`config.mk`:
```
export PLATFORM = sky130hd
export DESIGN_NAME = phy_rx_tx_option_control
export DESIGN_NICKNAME = d
export VERILOG_FILES = /design/src/rtl/phy_opt_pkg.sv /design/src/rtl/phy_rx_tx_option_control.sv
export SDC_FILE = /design/constraint.sdc
export NUM_CORES = 1
export LEC_CHECK = 0
export ABC_AREA = 1
export BUFFER_PORTS_ARGS = -buffer_cell sky130_fd_sc_hd__buf_2
export CAP_MARGIN = 0
export CORE_MARGIN = 4
export CORE_UTILIZATION = 43
export DETAILED_ROUTE_END_ITERATION = 8
export PLACE_DENSITY = 0.88
export SETUP_SLACK_MARGIN = 0.4
export SLEW_MARGIN = 20
export SYNTH_ARGS = -nofsm -noshare
export SYNTH_HDL_FRONTEND = slang
export SYNTH_SLANG_ARGS = --single-unit
```
`constraint.sdc`:
```
create_clock -name aclk -period 1.3 [get_ports aclk]
set_clock_uncertainty 0.1 [all_clocks]
set_input_delay 0 -clock aclk [delete_from_list [all_inputs] [get_ports aclk]]
set_output_delay 0 -clock aclk [all_outputs]
set_load 0.05 [all_outputs]
```
`src/rtl/phy_opt_pkg.sv`:
```
// Purpose: constants and types for the receive/transmit option register bank
// Assumes: AXI4-Lite, 32-bit data, register index times four is the byte address
// Notes: registers hold 16 bits in the low half of the word
package phy_opt_pkg;
	localparam int          REG_W          = 16;
	localparam logic [3:0]  IDX_XOVER      = 4'h9;
	localparam logic [3:0]  IDX_DUPLEX     = 4'ha;
	localparam logic [15:0] XOVER_RESET    = 16'h0000;
	localparam logic [15:0] DUPLEX_RESET   = 16'h0000;
	localparam logic [15:0] XOVER_MASK     = 16'h0022;
	localparam logic [15:0] DUPLEX_MASK    = 16'h0026;
	localparam int          BIT_ROBUST     = 5;
	localparam int          BIT_FAST_DV    = 1;
	localparam int          BIT_EXT_FD     = 5;
	localparam int          BIT_IDLE_ERR   = 2;
	localparam int          BIT_ODD_DIS    = 1;
	localparam logic [1:0]  RESP_OKAY      = 2'h0;
	localparam logic [1:0]  RESP_SLVERR    = 2'h2;

	typedef enum logic [1:0] {
		RX_IDLE  = 2'h0,
		RX_GOT_J = 2'h1,
		RX_DATA  = 2'h3
	} rx_state_t;

	typedef struct packed {
		logic valid;
		logic is_j;
		logic is_k;
		logic is_end;
		logic sym_err;
	} rx_sym_t;

	typedef struct packed {
		logic an_enable;
		logic forced_100tx;
		logic lp_forced_100tx;
		logic std_full_duplex;
	} duplex_in_t;
endpackage

```
`src/rtl/phy_rx_tx_option_control.sv`:
```
// Purpose: option register bank with receive delimiter, duplex and odd-nibble logic
// Assumes: one clock, one MII nibble per aclk cycle, symbol flags from same-clock logic
// Notes: MII transmit inputs come from outside and pass two flip-flops first
`timescale 1ns/1ps
`default_nettype none
module phy_rx_tx_option_control
	import phy_opt_pkg::*;
(
	input  wire logic        aclk,
	input  wire logic        aresetn,
	input  wire logic [7:0]  s_axi_awaddr,
	input  wire logic        s_axi_awvalid,
	output var  logic        s_axi_awready,
	input  wire logic [31:0] s_axi_wdata,
	input  wire logic [3:0]  s_axi_wstrb,
	input  wire logic        s_axi_wvalid,
	output var  logic        s_axi_wready,
	output var  logic [1:0]  s_axi_bresp,
	output var  logic        s_axi_bvalid,
	input  wire logic        s_axi_bready,
	input  wire logic [7:0]  s_axi_araddr,
	input  wire logic        s_axi_arvalid,
	output var  logic        s_axi_arready,
	output var  logic [31:0] s_axi_rdata,
	output var  logic [1:0]  s_axi_rresp,
	output var  logic        s_axi_rvalid,
	input  wire logic        s_axi_rready,
	input  wire rx_sym_t     rx_sym,
	input  wire duplex_in_t  duplex_in,
	input  wire logic        tx_en_pin,
	input  wire logic        tx_er_pin,
	output var  logic        rx_dv,
	output var  logic        rx_er,
	output var  logic        tx_en_out,
	output var  logic        tx_er_out,
	output var  logic        robust_mdix_en,
	output var  logic        full_duplex
);
	// register file
	logic [15:0] xover_reg;
	logic [15:0] xover_next;
	logic [15:0] duplex_reg;
	logic [15:0] duplex_next;

	// bus slave state
	logic        aw_have_reg;
	logic        aw_have_next;
	logic [7:0]  aw_addr_reg;
	logic [7:0]  aw_addr_next;
	logic        w_have_reg;
	logic        w_have_next;
	logic [31:0] w_data_reg;
	logic [31:0] w_data_next;
	logic [3:0]  w_strb_reg;
	logic [3:0]  w_strb_next;
	logic        bvalid_reg;
	logic        bvalid_next;
	logic [1:0]  bresp_reg;
	logic [1:0]  bresp_next;
	logic        rvalid_reg;
	logic        rvalid_next;
	logic [31:0] rdata_reg;
	logic [31:0] rdata_next;
	logic [1:0]  rresp_reg;
	logic [1:0]  rresp_next;
	logic        awready_reg;
	logic        awready_next;
	logic        wready_reg;
	logic        wready_next;
	logic        arready_reg;
	logic        arready_next;

	logic [7:0]  xover_addr;
	logic [7:0]  duplex_addr;
	logic [15:0] wr_bits;
	logic [15:0] wr_lanes;
	logic        wr_go;

	assign xover_addr  = {2'h0, IDX_XOVER, 2'h0};
	assign duplex_addr = {2'h0, IDX_DUPLEX, 2'h0};
	assign wr_lanes    = {{8{w_strb_reg[1]}}, {8{w_strb_reg[0]}}};
	assign wr_bits     = w_data_reg[REG_W-1:0];
	// a write commits once address and data are both held and no response is pending
	assign wr_go       = aw_have_reg && w_have_reg && !bvalid_reg;

	always_comb begin
		aw_have_next = aw_have_reg;
		aw_addr_next = aw_addr_reg;
		w_have_next  = w_have_reg;
		w_data_next  = w_data_reg;
		w_strb_next  = w_strb_reg;
		bvalid_next  = bvalid_reg;
		bresp_next   = bresp_reg;
		xover_next   = xover_reg;
		duplex_next  = duplex_reg;
		if (s_axi_awvalid && !aw_have_reg) begin
			aw_have_next = 1'b1;
			aw_addr_next = s_axi_awaddr;
		end
		if (s_axi_wvalid && !w_have_reg) begin
			w_have_next = 1'b1;
			w_data_next = s_axi_wdata;
			w_strb_next = s_axi_wstrb;
		end
		if (wr_go) begin
			aw_have_next = 1'b0;
			w_have_next  = 1'b0;
			bvalid_next  = 1'b1;
			bresp_next   = RESP_OKAY;
			if (aw_addr_reg == xover_addr) begin
				// only the two option bits are writable
				xover_next = (xover_reg & ~(wr_lanes & XOVER_MASK))
					| (wr_bits & wr_lanes & XOVER_MASK);
			end else if (aw_addr_reg == duplex_addr) begin
				duplex_next = (duplex_reg & ~(wr_lanes & DUPLEX_MASK))
					| (wr_bits & wr_lanes & DUPLEX_MASK);
			end else begin
				bresp_next = RESP_SLVERR;
			end
		end
		if (bvalid_reg && s_axi_bready) begin
			bvalid_next = 1'b0;
		end
		// ready follows the slot's next state so the port leaves a flop directly
		awready_next = !aw_have_next;
		wready_next  = !w_have_next;
	end

	always_comb begin
		rvalid_next = rvalid_reg;
		rdata_next  = rdata_reg;
		rresp_next  = rresp_reg;
		if (s_axi_arvalid && !rvalid_reg) begin
			rvalid_next = 1'b1;
			rresp_next  = RESP_OKAY;
			// upper half and reserved bits read zero
			if (s_axi_araddr == xover_addr) begin
				rdata_next = {16'h0000, xover_reg};
			end else if (s_axi_araddr == duplex_addr) begin
				rdata_next = {16'h0000, duplex_reg};
			end else begin
				rdata_next = 32'h0000_0000;
				rresp_next = RESP_SLVERR;
			end
		end else if (rvalid_reg && s_axi_rready) begin
			rvalid_next = 1'b0;
		end
		arready_next = !rvalid_next;
	end

	always_ff @(posedge aclk) begin
		if (!aresetn) begin
			xover_reg   <= XOVER_RESET;
			duplex_reg  <= DUPLEX_RESET;
			aw_have_reg <= 1'b0;
			aw_addr_reg <= 8'h00;
			w_have_reg  <= 1'b0;
			w_data_reg  <= 32'h0000_0000;
			w_strb_reg  <= 4'h0;
			bvalid_reg  <= 1'b0;
			bresp_reg   <= RESP_OKAY;
			rvalid_reg  <= 1'b0;
			rdata_reg   <= 32'h0000_0000;
			rresp_reg   <= RESP_OKAY;
			awready_reg <= 1'b1;
			wready_reg  <= 1'b1;
			arready_reg <= 1'b1;
		end else begin
			xover_reg   <= xover_next;
			duplex_reg  <= duplex_next;
			aw_have_reg <= aw_have_next;
			aw_addr_reg <= aw_addr_next;
			w_have_reg  <= w_have_next;
			w_data_reg  <= w_data_next;
			w_strb_reg  <= w_strb_next;
			bvalid_reg  <= bvalid_next;
			bresp_reg   <= bresp_next;
			rvalid_reg  <= rvalid_next;
			rdata_reg   <= rdata_next;
			rresp_reg   <= rresp_next;
			awready_reg <= awready_next;
			wready_reg  <= wready_next;
			arready_reg <= arready_next;
		end
	end

	// ready is high while the holding slot is empty, so each channel moves once
	assign s_axi_awready = awready_reg;
	assign s_axi_wready  = wready_reg;
	assign s_axi_arready = arready_reg;
	assign s_axi_bvalid  = bvalid_reg;
	assign s_axi_bresp   = bresp_reg;
	assign s_axi_rvalid  = rvalid_reg;
	assign s_axi_rdata   = rdata_reg;
	assign s_axi_rresp   = rresp_reg;

	logic fast_dv;
	logic idle_err_en;
	logic odd_dis;
	assign fast_dv     = xover_reg[BIT_FAST_DV];
	assign idle_err_en = duplex_reg[BIT_IDLE_ERR];
	assign odd_dis     = duplex_reg[BIT_ODD_DIS];

	// receive delimiter tracking
	rx_state_t rx_state_reg;
	rx_state_t rx_state_next;
	logic      rx_dv_reg;
	logic      rx_dv_next;
	logic      rx_er_reg;
	logic      rx_er_next;

	always_comb begin
		rx_state_next = rx_state_reg;
		rx_dv_next    = rx_dv_reg;
		rx_er_next    = 1'b0;
		unique case (rx_state_reg)
			RX_IDLE: begin
				rx_dv_next = 1'b0;
				if (rx_sym.valid && rx_sym.is_j) begin
					rx_state_next = RX_GOT_J;
					rx_dv_next    = fast_dv;
				end else if (rx_sym.valid && rx_sym.sym_err) begin
					rx_er_next = idle_err_en;
				end
			end
			RX_GOT_J: begin
				if (rx_sym.valid && rx_sym.is_k) begin
					rx_state_next = RX_DATA;
					rx_dv_next    = 1'b1;
				end else if (rx_sym.valid) begin
					// bad delimiter: drop the frame; only an early RX_DV is flagged
					rx_state_next = RX_IDLE;
					rx_dv_next    = 1'b0;
					rx_er_next    = rx_dv_reg;
				end
			end
			RX_DATA: begin
				if (rx_sym.valid && rx_sym.is_end) begin
					rx_state_next = RX_IDLE;
					rx_dv_next    = 1'b0;
				end
			end
		endcase
	end

	always_ff @(posedge aclk) begin
		if (!aresetn) begin
			rx_state_reg <= RX_IDLE;
			rx_dv_reg    <= 1'b0;
			rx_er_reg    <= 1'b0;
		end else begin
			rx_state_reg <= rx_state_next;
			rx_dv_reg    <= rx_dv_next;
			rx_er_reg    <= rx_er_next;
		end
	end

	assign rx_dv = rx_dv_reg;
	assign rx_er = rx_er_reg;

	// transmit pins are synchronised before use; the pin's first stage feeds only the second
	logic [1:0] tx_meta_reg;
	logic [1:0] tx_sync_reg;
	logic       tx_en_s;
	logic       tx_er_s;
	assign tx_en_s = tx_sync_reg[1];
	assign tx_er_s = tx_sync_reg[0];

	logic tx_odd_reg;
	logic tx_odd_next;
	logic tx_en_reg;
	logic tx_en_next;
	logic tx_er_reg;
	logic tx_er_next;

	always_comb begin
		tx_odd_next = 1'b0;
		tx_en_next  = tx_en_s;
		tx_er_next  = tx_en_s && tx_er_s;
		if (tx_en_s) begin
			tx_odd_next = !tx_odd_reg;
		end else if (tx_odd_reg && !odd_dis) begin
			// odd count of nibbles: pad one nibble and mark it bad
			tx_en_next = 1'b1;
			tx_er_next = 1'b1;
		end
		// with detection off the frame ends where the MAC ended it
	end

	always_ff @(posedge aclk) begin
		if (!aresetn) begin
			tx_meta_reg <= 2'h0;
			tx_sync_reg <= 2'h0;
			tx_odd_reg  <= 1'b0;
			tx_en_reg   <= 1'b0;
			tx_er_reg   <= 1'b0;
		end else begin
			tx_meta_reg <= {tx_en_pin, tx_er_pin};
			tx_sync_reg <= tx_meta_reg;
			tx_odd_reg  <= tx_odd_next;
			tx_en_reg   <= tx_en_next;
			tx_er_reg   <= tx_er_next;
		end
	end

	assign tx_en_out = tx_en_reg;
	assign tx_er_out = tx_er_reg;

	// crossover and duplex resolution
	logic mdix_reg;
	logic mdix_next;
	logic fd_reg;
	logic fd_next;

	always_comb begin
		mdix_next = xover_reg[BIT_ROBUST];
		fd_next   = duplex_in.std_full_duplex;
		if (duplex_reg[BIT_EXT_FD] && duplex_in.lp_forced_100tx
			&& (duplex_in.an_enable || duplex_in.forced_100tx)) begin
			fd_next = 1'b1;
		end
	end

	always_ff @(posedge aclk) begin
		if (!aresetn) begin
			mdix_reg <= 1'b0;
			fd_reg   <= 1'b0;
		end else begin
			mdix_reg <= mdix_next;
			fd_reg   <= fd_next;
		end
	end

	assign robust_mdix_en = mdix_reg;
	assign full_duplex    = fd_reg;
endmodule
`default_nettype wire

```
Yosys cells after proc, flatten, opt, wreduce, memory -nomap -nowiden
Index checks and enable logic that the tools add are counted.
{ "totals": {"regBits": 103, "out_inout_bits": 47} }
{ "classes": {"eq_ne": 9, "n_mux": 32, "bitwise": 9, "n_reduce_logical": 32} }
{ "op_table": {"columns": ["operator", "n"], "rows": [
  ["AND 16 bit", 2],
  ["equality test 8 x 6 -> 1 bit, second input constant", 4],
  ["2-to-1 mux 16 bit", 2],
  ["inverter 6 -> 16 bit", 2],
  ["bitwise OR 16 x 6 -> 16 bit", 2],
  ["2-to-1 mux 1 bit", 19],
  ["2-to-1 mux 2 bit", 8],
  ["logical AND 1 bit", 15],
  ["logical NOT 1 bit", 9],
  ["AND 6 bit", 1],
  ["one-hot mux 2 bit (3 select lines)", 1],
  ["AND reduction 2 bit", 3],
  ["AND reduction 3 bit", 2],
  ["inequality test 2 bit, second input constant", 2],
  ["inequality test 3 bit, second input constant", 1],
  ["one-hot mux 1 bit (3 select lines)", 1],
  ["equality test 2 x 1 -> 1 bit, second input constant", 1],
  ["equality test 2 bit, second input constant", 1],
  ["logical NOT 2 bit", 1],
  ["inverter 1 bit", 2],
  ["one-hot mux 1 bit (2 select lines)", 1],
  ["OR reduction 2 bit", 1],
  ["logical OR 1 bit", 1]
]} }

Logic depth before layout (Yosys ltp)
{ "logic_depth": {"depth_word": 5, "mapped_depth": 8, "ltp_nobuf": 8} }

Worst setup path after synthesis
OpenSTA, ideal clock, no wires.
{ "synth_path": {"path_kind": "reg-to-reg", "from": "register bvalid_reg (netlist: s_axi_bvalid)", "to": "register (tool-made name)", "setup_ns": 0.113, "t_arrival_ns": 1.151, "required_time_ns": 1.087, "path_slack_ns": -0.064, "path_stages_with_launch": 8, "path_buffers": 0, "period_less_slack_ns": 1.364, "cell_sequence": "dfxtp_1 -> inv_1 -> nand3_2 -> nor2_4 -> inv_2 -> nor2_2 -> nor2_1 -> nor2_1"} }
{ "synth_lines": {"columns": ["item", "line", "source"], "rows": [
  ["from (decl)", "phy_rx_tx_option_control.sv:56", "logic bvalid_reg;"],
  ["from (signal assigned)", "phy_rx_tx_option_control.sv:176", "bvalid_reg <= bvalid_next;"]
]} }

==> impl_results.md <==
- Status: finished, violations left
- Failing checks: hold timing
- Hold Path Class: in -> reg
- Period utilization: 0.9655
- Design Power: 3.197 mW
- Core box area: 4144 µm²
- Crit Path Category: reg -> reg
- Largest net degree at the start of global routing: 17
- DR WL/cell: 13.48 µm
- Fmax: 796.7 MHz
- Synth top area cells: dfxtp_1 44%, buf_4 12%, nand2_1 8.1%
- CP Cell Sequence: inv_2, nor2_4, nand2_4, inv_4, nand2_1, nor2_2, nor2_1, nor2_1
- CP Launch Type: register
- CP max FO: 3
- CTS sink count: 42
- Critical Path RT: 1.43 ns
- Ant diodes: 0
- Worst Setup End Kind: register
- Seq/Total Area, Yosys: 0.4430
- Die Y: 74.44 µm
- Tot GR Track Use: 0.1866
- #FFs+latches synth: 42
- RD Place Congestion: 0.7644
- CTS tree: built
- Worst reg2reg path depth: 8
- Vias in the first global route: 1824
- Die area: 5541 µm²
- Yosys warns: 0
- Critical path depth: 8
- Crit-path max cell delay: 0.32 ns
- Crit path DAT: 1.39 ns
- Synth area leader: dfxtp_1
- Final Hold Vio Count: 8
- Hold slack: -0.04203 ns
- Reg area: 873.3 µm²
- Critical hold path startpoint: s_axi_awvalid
- Grt ovf: 0
- Critical path launch point: aw_addr_reg[5]
- CP top delay family: simple AND/OR/NAND/NOR gates
- WL met2: 2.814 mm
- Clock buffer count from CTS: 5
- CP max stage cell: dfxtp_2
- IO Count: 117
- CTS max path bufs: 2
- Netlist cell types: 22
- Total Wirelength: 5.419 mm
- First-pass GRT wire length: 8.024 mm
- # setup viols final: 0
- Nets: 421
- CTS Root Cell: clkbuf_8
- Setup TNS: 0 ns
- Pwr/cell area: 1105 nW/µm²
- Final slew viol count: 0
- Cell mode on critical path: nor2_1
- Unrepaired setup endpoints after global routing: true
- H-tree depth: 2
- Reg clk slew, reported paths: 0.08 ns
- Layout Utilization: 0.6984
- Multi-input logic area: 917.1 µm²
- Uppermost routed layer: met4
- # DRC: 0
- Synth Instances: 259
- Site Rows: 23
- Met1 Wirelength: 2.001 mm
- Flop2flop setup slack: 0.04 ns
- Max VDD drop: 0.0007943 V
- Max-cap violations: 0
- Worst path bufs/invs: 2
- Hpwl dp: 2.859 mm
- R2R Path Start: aw_addr_reg[5]
- Area grow syn2layout: 52.47%
- Fillers: 300
- Cell Area, Synth: 1898 µm²
- Leak: 1.394 nW
- Antenna Violating Nets Remaining: 0
- Fin area: 2894 µm²
- DR vias/cell: 4.811
- Initial antenna violation count: 0
- DRT Pass-1 Iters: 4
- Initial drt markers: 105
- Die X: 74.44 µm
- Worst skew pair latency: 0.29 ns
- DR WL met3: 409 µm
- Syn Area/Cell: 7.328 µm²
- Share of post-route cells with drive strength above 1: 0.3722
- Vias: 1934
- Tmin final: 1.255 ns
- Post-DP Area: 2115 µm²
- Input/output buffers: 53
- Initial core utilization: 0.4580
- Share of the synthesized area in the top cell type: 0.4430
## what timing repair did
action	CTS	global route
hold endpoints to repair	26	11
endpoints found under the setup margin	46	44
hold buffers	29	1
gates resized for setup	58	46
pin swaps	8	9
setup buffers	5	5
## cell usage after synthesis
library cell / instances
nand2_1: 41
clkbuf_1: 1
nor2_1: 33
conb_1: 1
a22oi_1: 1
inv_1: 37
inv_2: 1
dfxtp_1: 42
nor3_1: 1
buf_1: 1
o21ai_0: 15
a31oi_1: 1
buf_4: 31
o211ai_1: 1
o31ai_1: 2
nand3_1: 19
nor2_2: 2
nor2_4: 2
a21oi_1: 17
nand4_1: 5
buf_2: 4
nand3_2: 1
## placed cells by master (no fill, tap or decap), types with 2 or more instances in the layout
master         instances
buf_2                 37
nand2_1               33
conb_1                31
inv_1                 27
dlygate4sd3_1         27
nor2_1                25
dfxtp_1               24
nand3_1               17
a21oi_1               14
dfxtp_2               14
o21ai_1               11
buf_6                 11
nor2_4                 8
inv_2                  8
buf_4                  8
buf_8                  7
clkbuf_8               6
nand4_1                5
nor2_2                 4
nand2_2                4
dfxtp_4                4
nand2_4                3
a21oi_2                3
o21ai_2                3
inv_4                  2
nand3_2                2
## how the worst min path moves through the flow
stage | to | slack, ns | cells after the start
6_report | aw_addr_reg[5] | -0.04 | 3
5_1_grt | aw_addr_reg[5] | -0.04 | 3
4_1_cts | rx_er | -0.05 | 4
3_5_place_dp | tx_meta_reg[0] | 0.08 | 3
3_3_place_gp | tx_meta_reg[0] | 0.08 | 3
2_1_floorplan | s_axi_bvalid | -0.006 | 1
## power by group
part           leakage [nW]  switching, mW  internal [mW]  total, mW
Clock                0.0566          0.435          0.549      0.984
Combinational         0.985          0.529          0.262      0.791
Sequential            0.352         0.0603           1.36       1.42
Total                  1.39           1.02           2.17       3.20
## metrics by stage
stage / std cells / hold slack, ns / setup WS, ns
after floorplan: 289 / -0.005952 / 0.1685
after global placement: 356 / 0.08262 / 0.1772
after detailed placement: 356 / 0.08479 / 0.1558
after CTS: 398 / -0.04605 / 0.2007
after global routing: 402 / -0.03738 / -0.02875
final: 402 / -0.04203 / 0.04482
## cells by family (layout without fill, tap and decap cells)
family                 count (synthesis)  count (layout)  share of synthesized area
AOI/OAI and AO/OA                     37              37                     0.1035
buffers and inverters                 75             138                     0.2123
DFF                                   42              42                     0.4430
other                                  1              31                   0.001976
and+or+nand+nor                      104             104                     0.2393
## worst register-to-register path, stage by stage, from the launching register on
cell	delay, ns
dfxtp_2	0.32
inv_2	0.05
nor2_4	0.14
nand2_4	0.09
inv_4	0.07
nand2_1	0.09
nor2_2	0.13
nor2_1	0.08
nor2_1	0.11
## per-layer routing
layer  up-vias  GRT usage
met5         -          0
met4         0    0.09091
met3        20    0.03378
met2        97     0.3415
met1       878     0.2056
li1        939          -
## area by class of cell
cell class / instances / share of cell area
multi-input combinational: 172 / 0.3169
sequential: 42 / 0.3018
timing repair buffer: 92 / 0.2685
clock buffer: 8 / 0.03848
tap: 50 / 0.02162
inverter: 38 / 0.05275
Note: power is estimated with default switching activity, not from simulation.
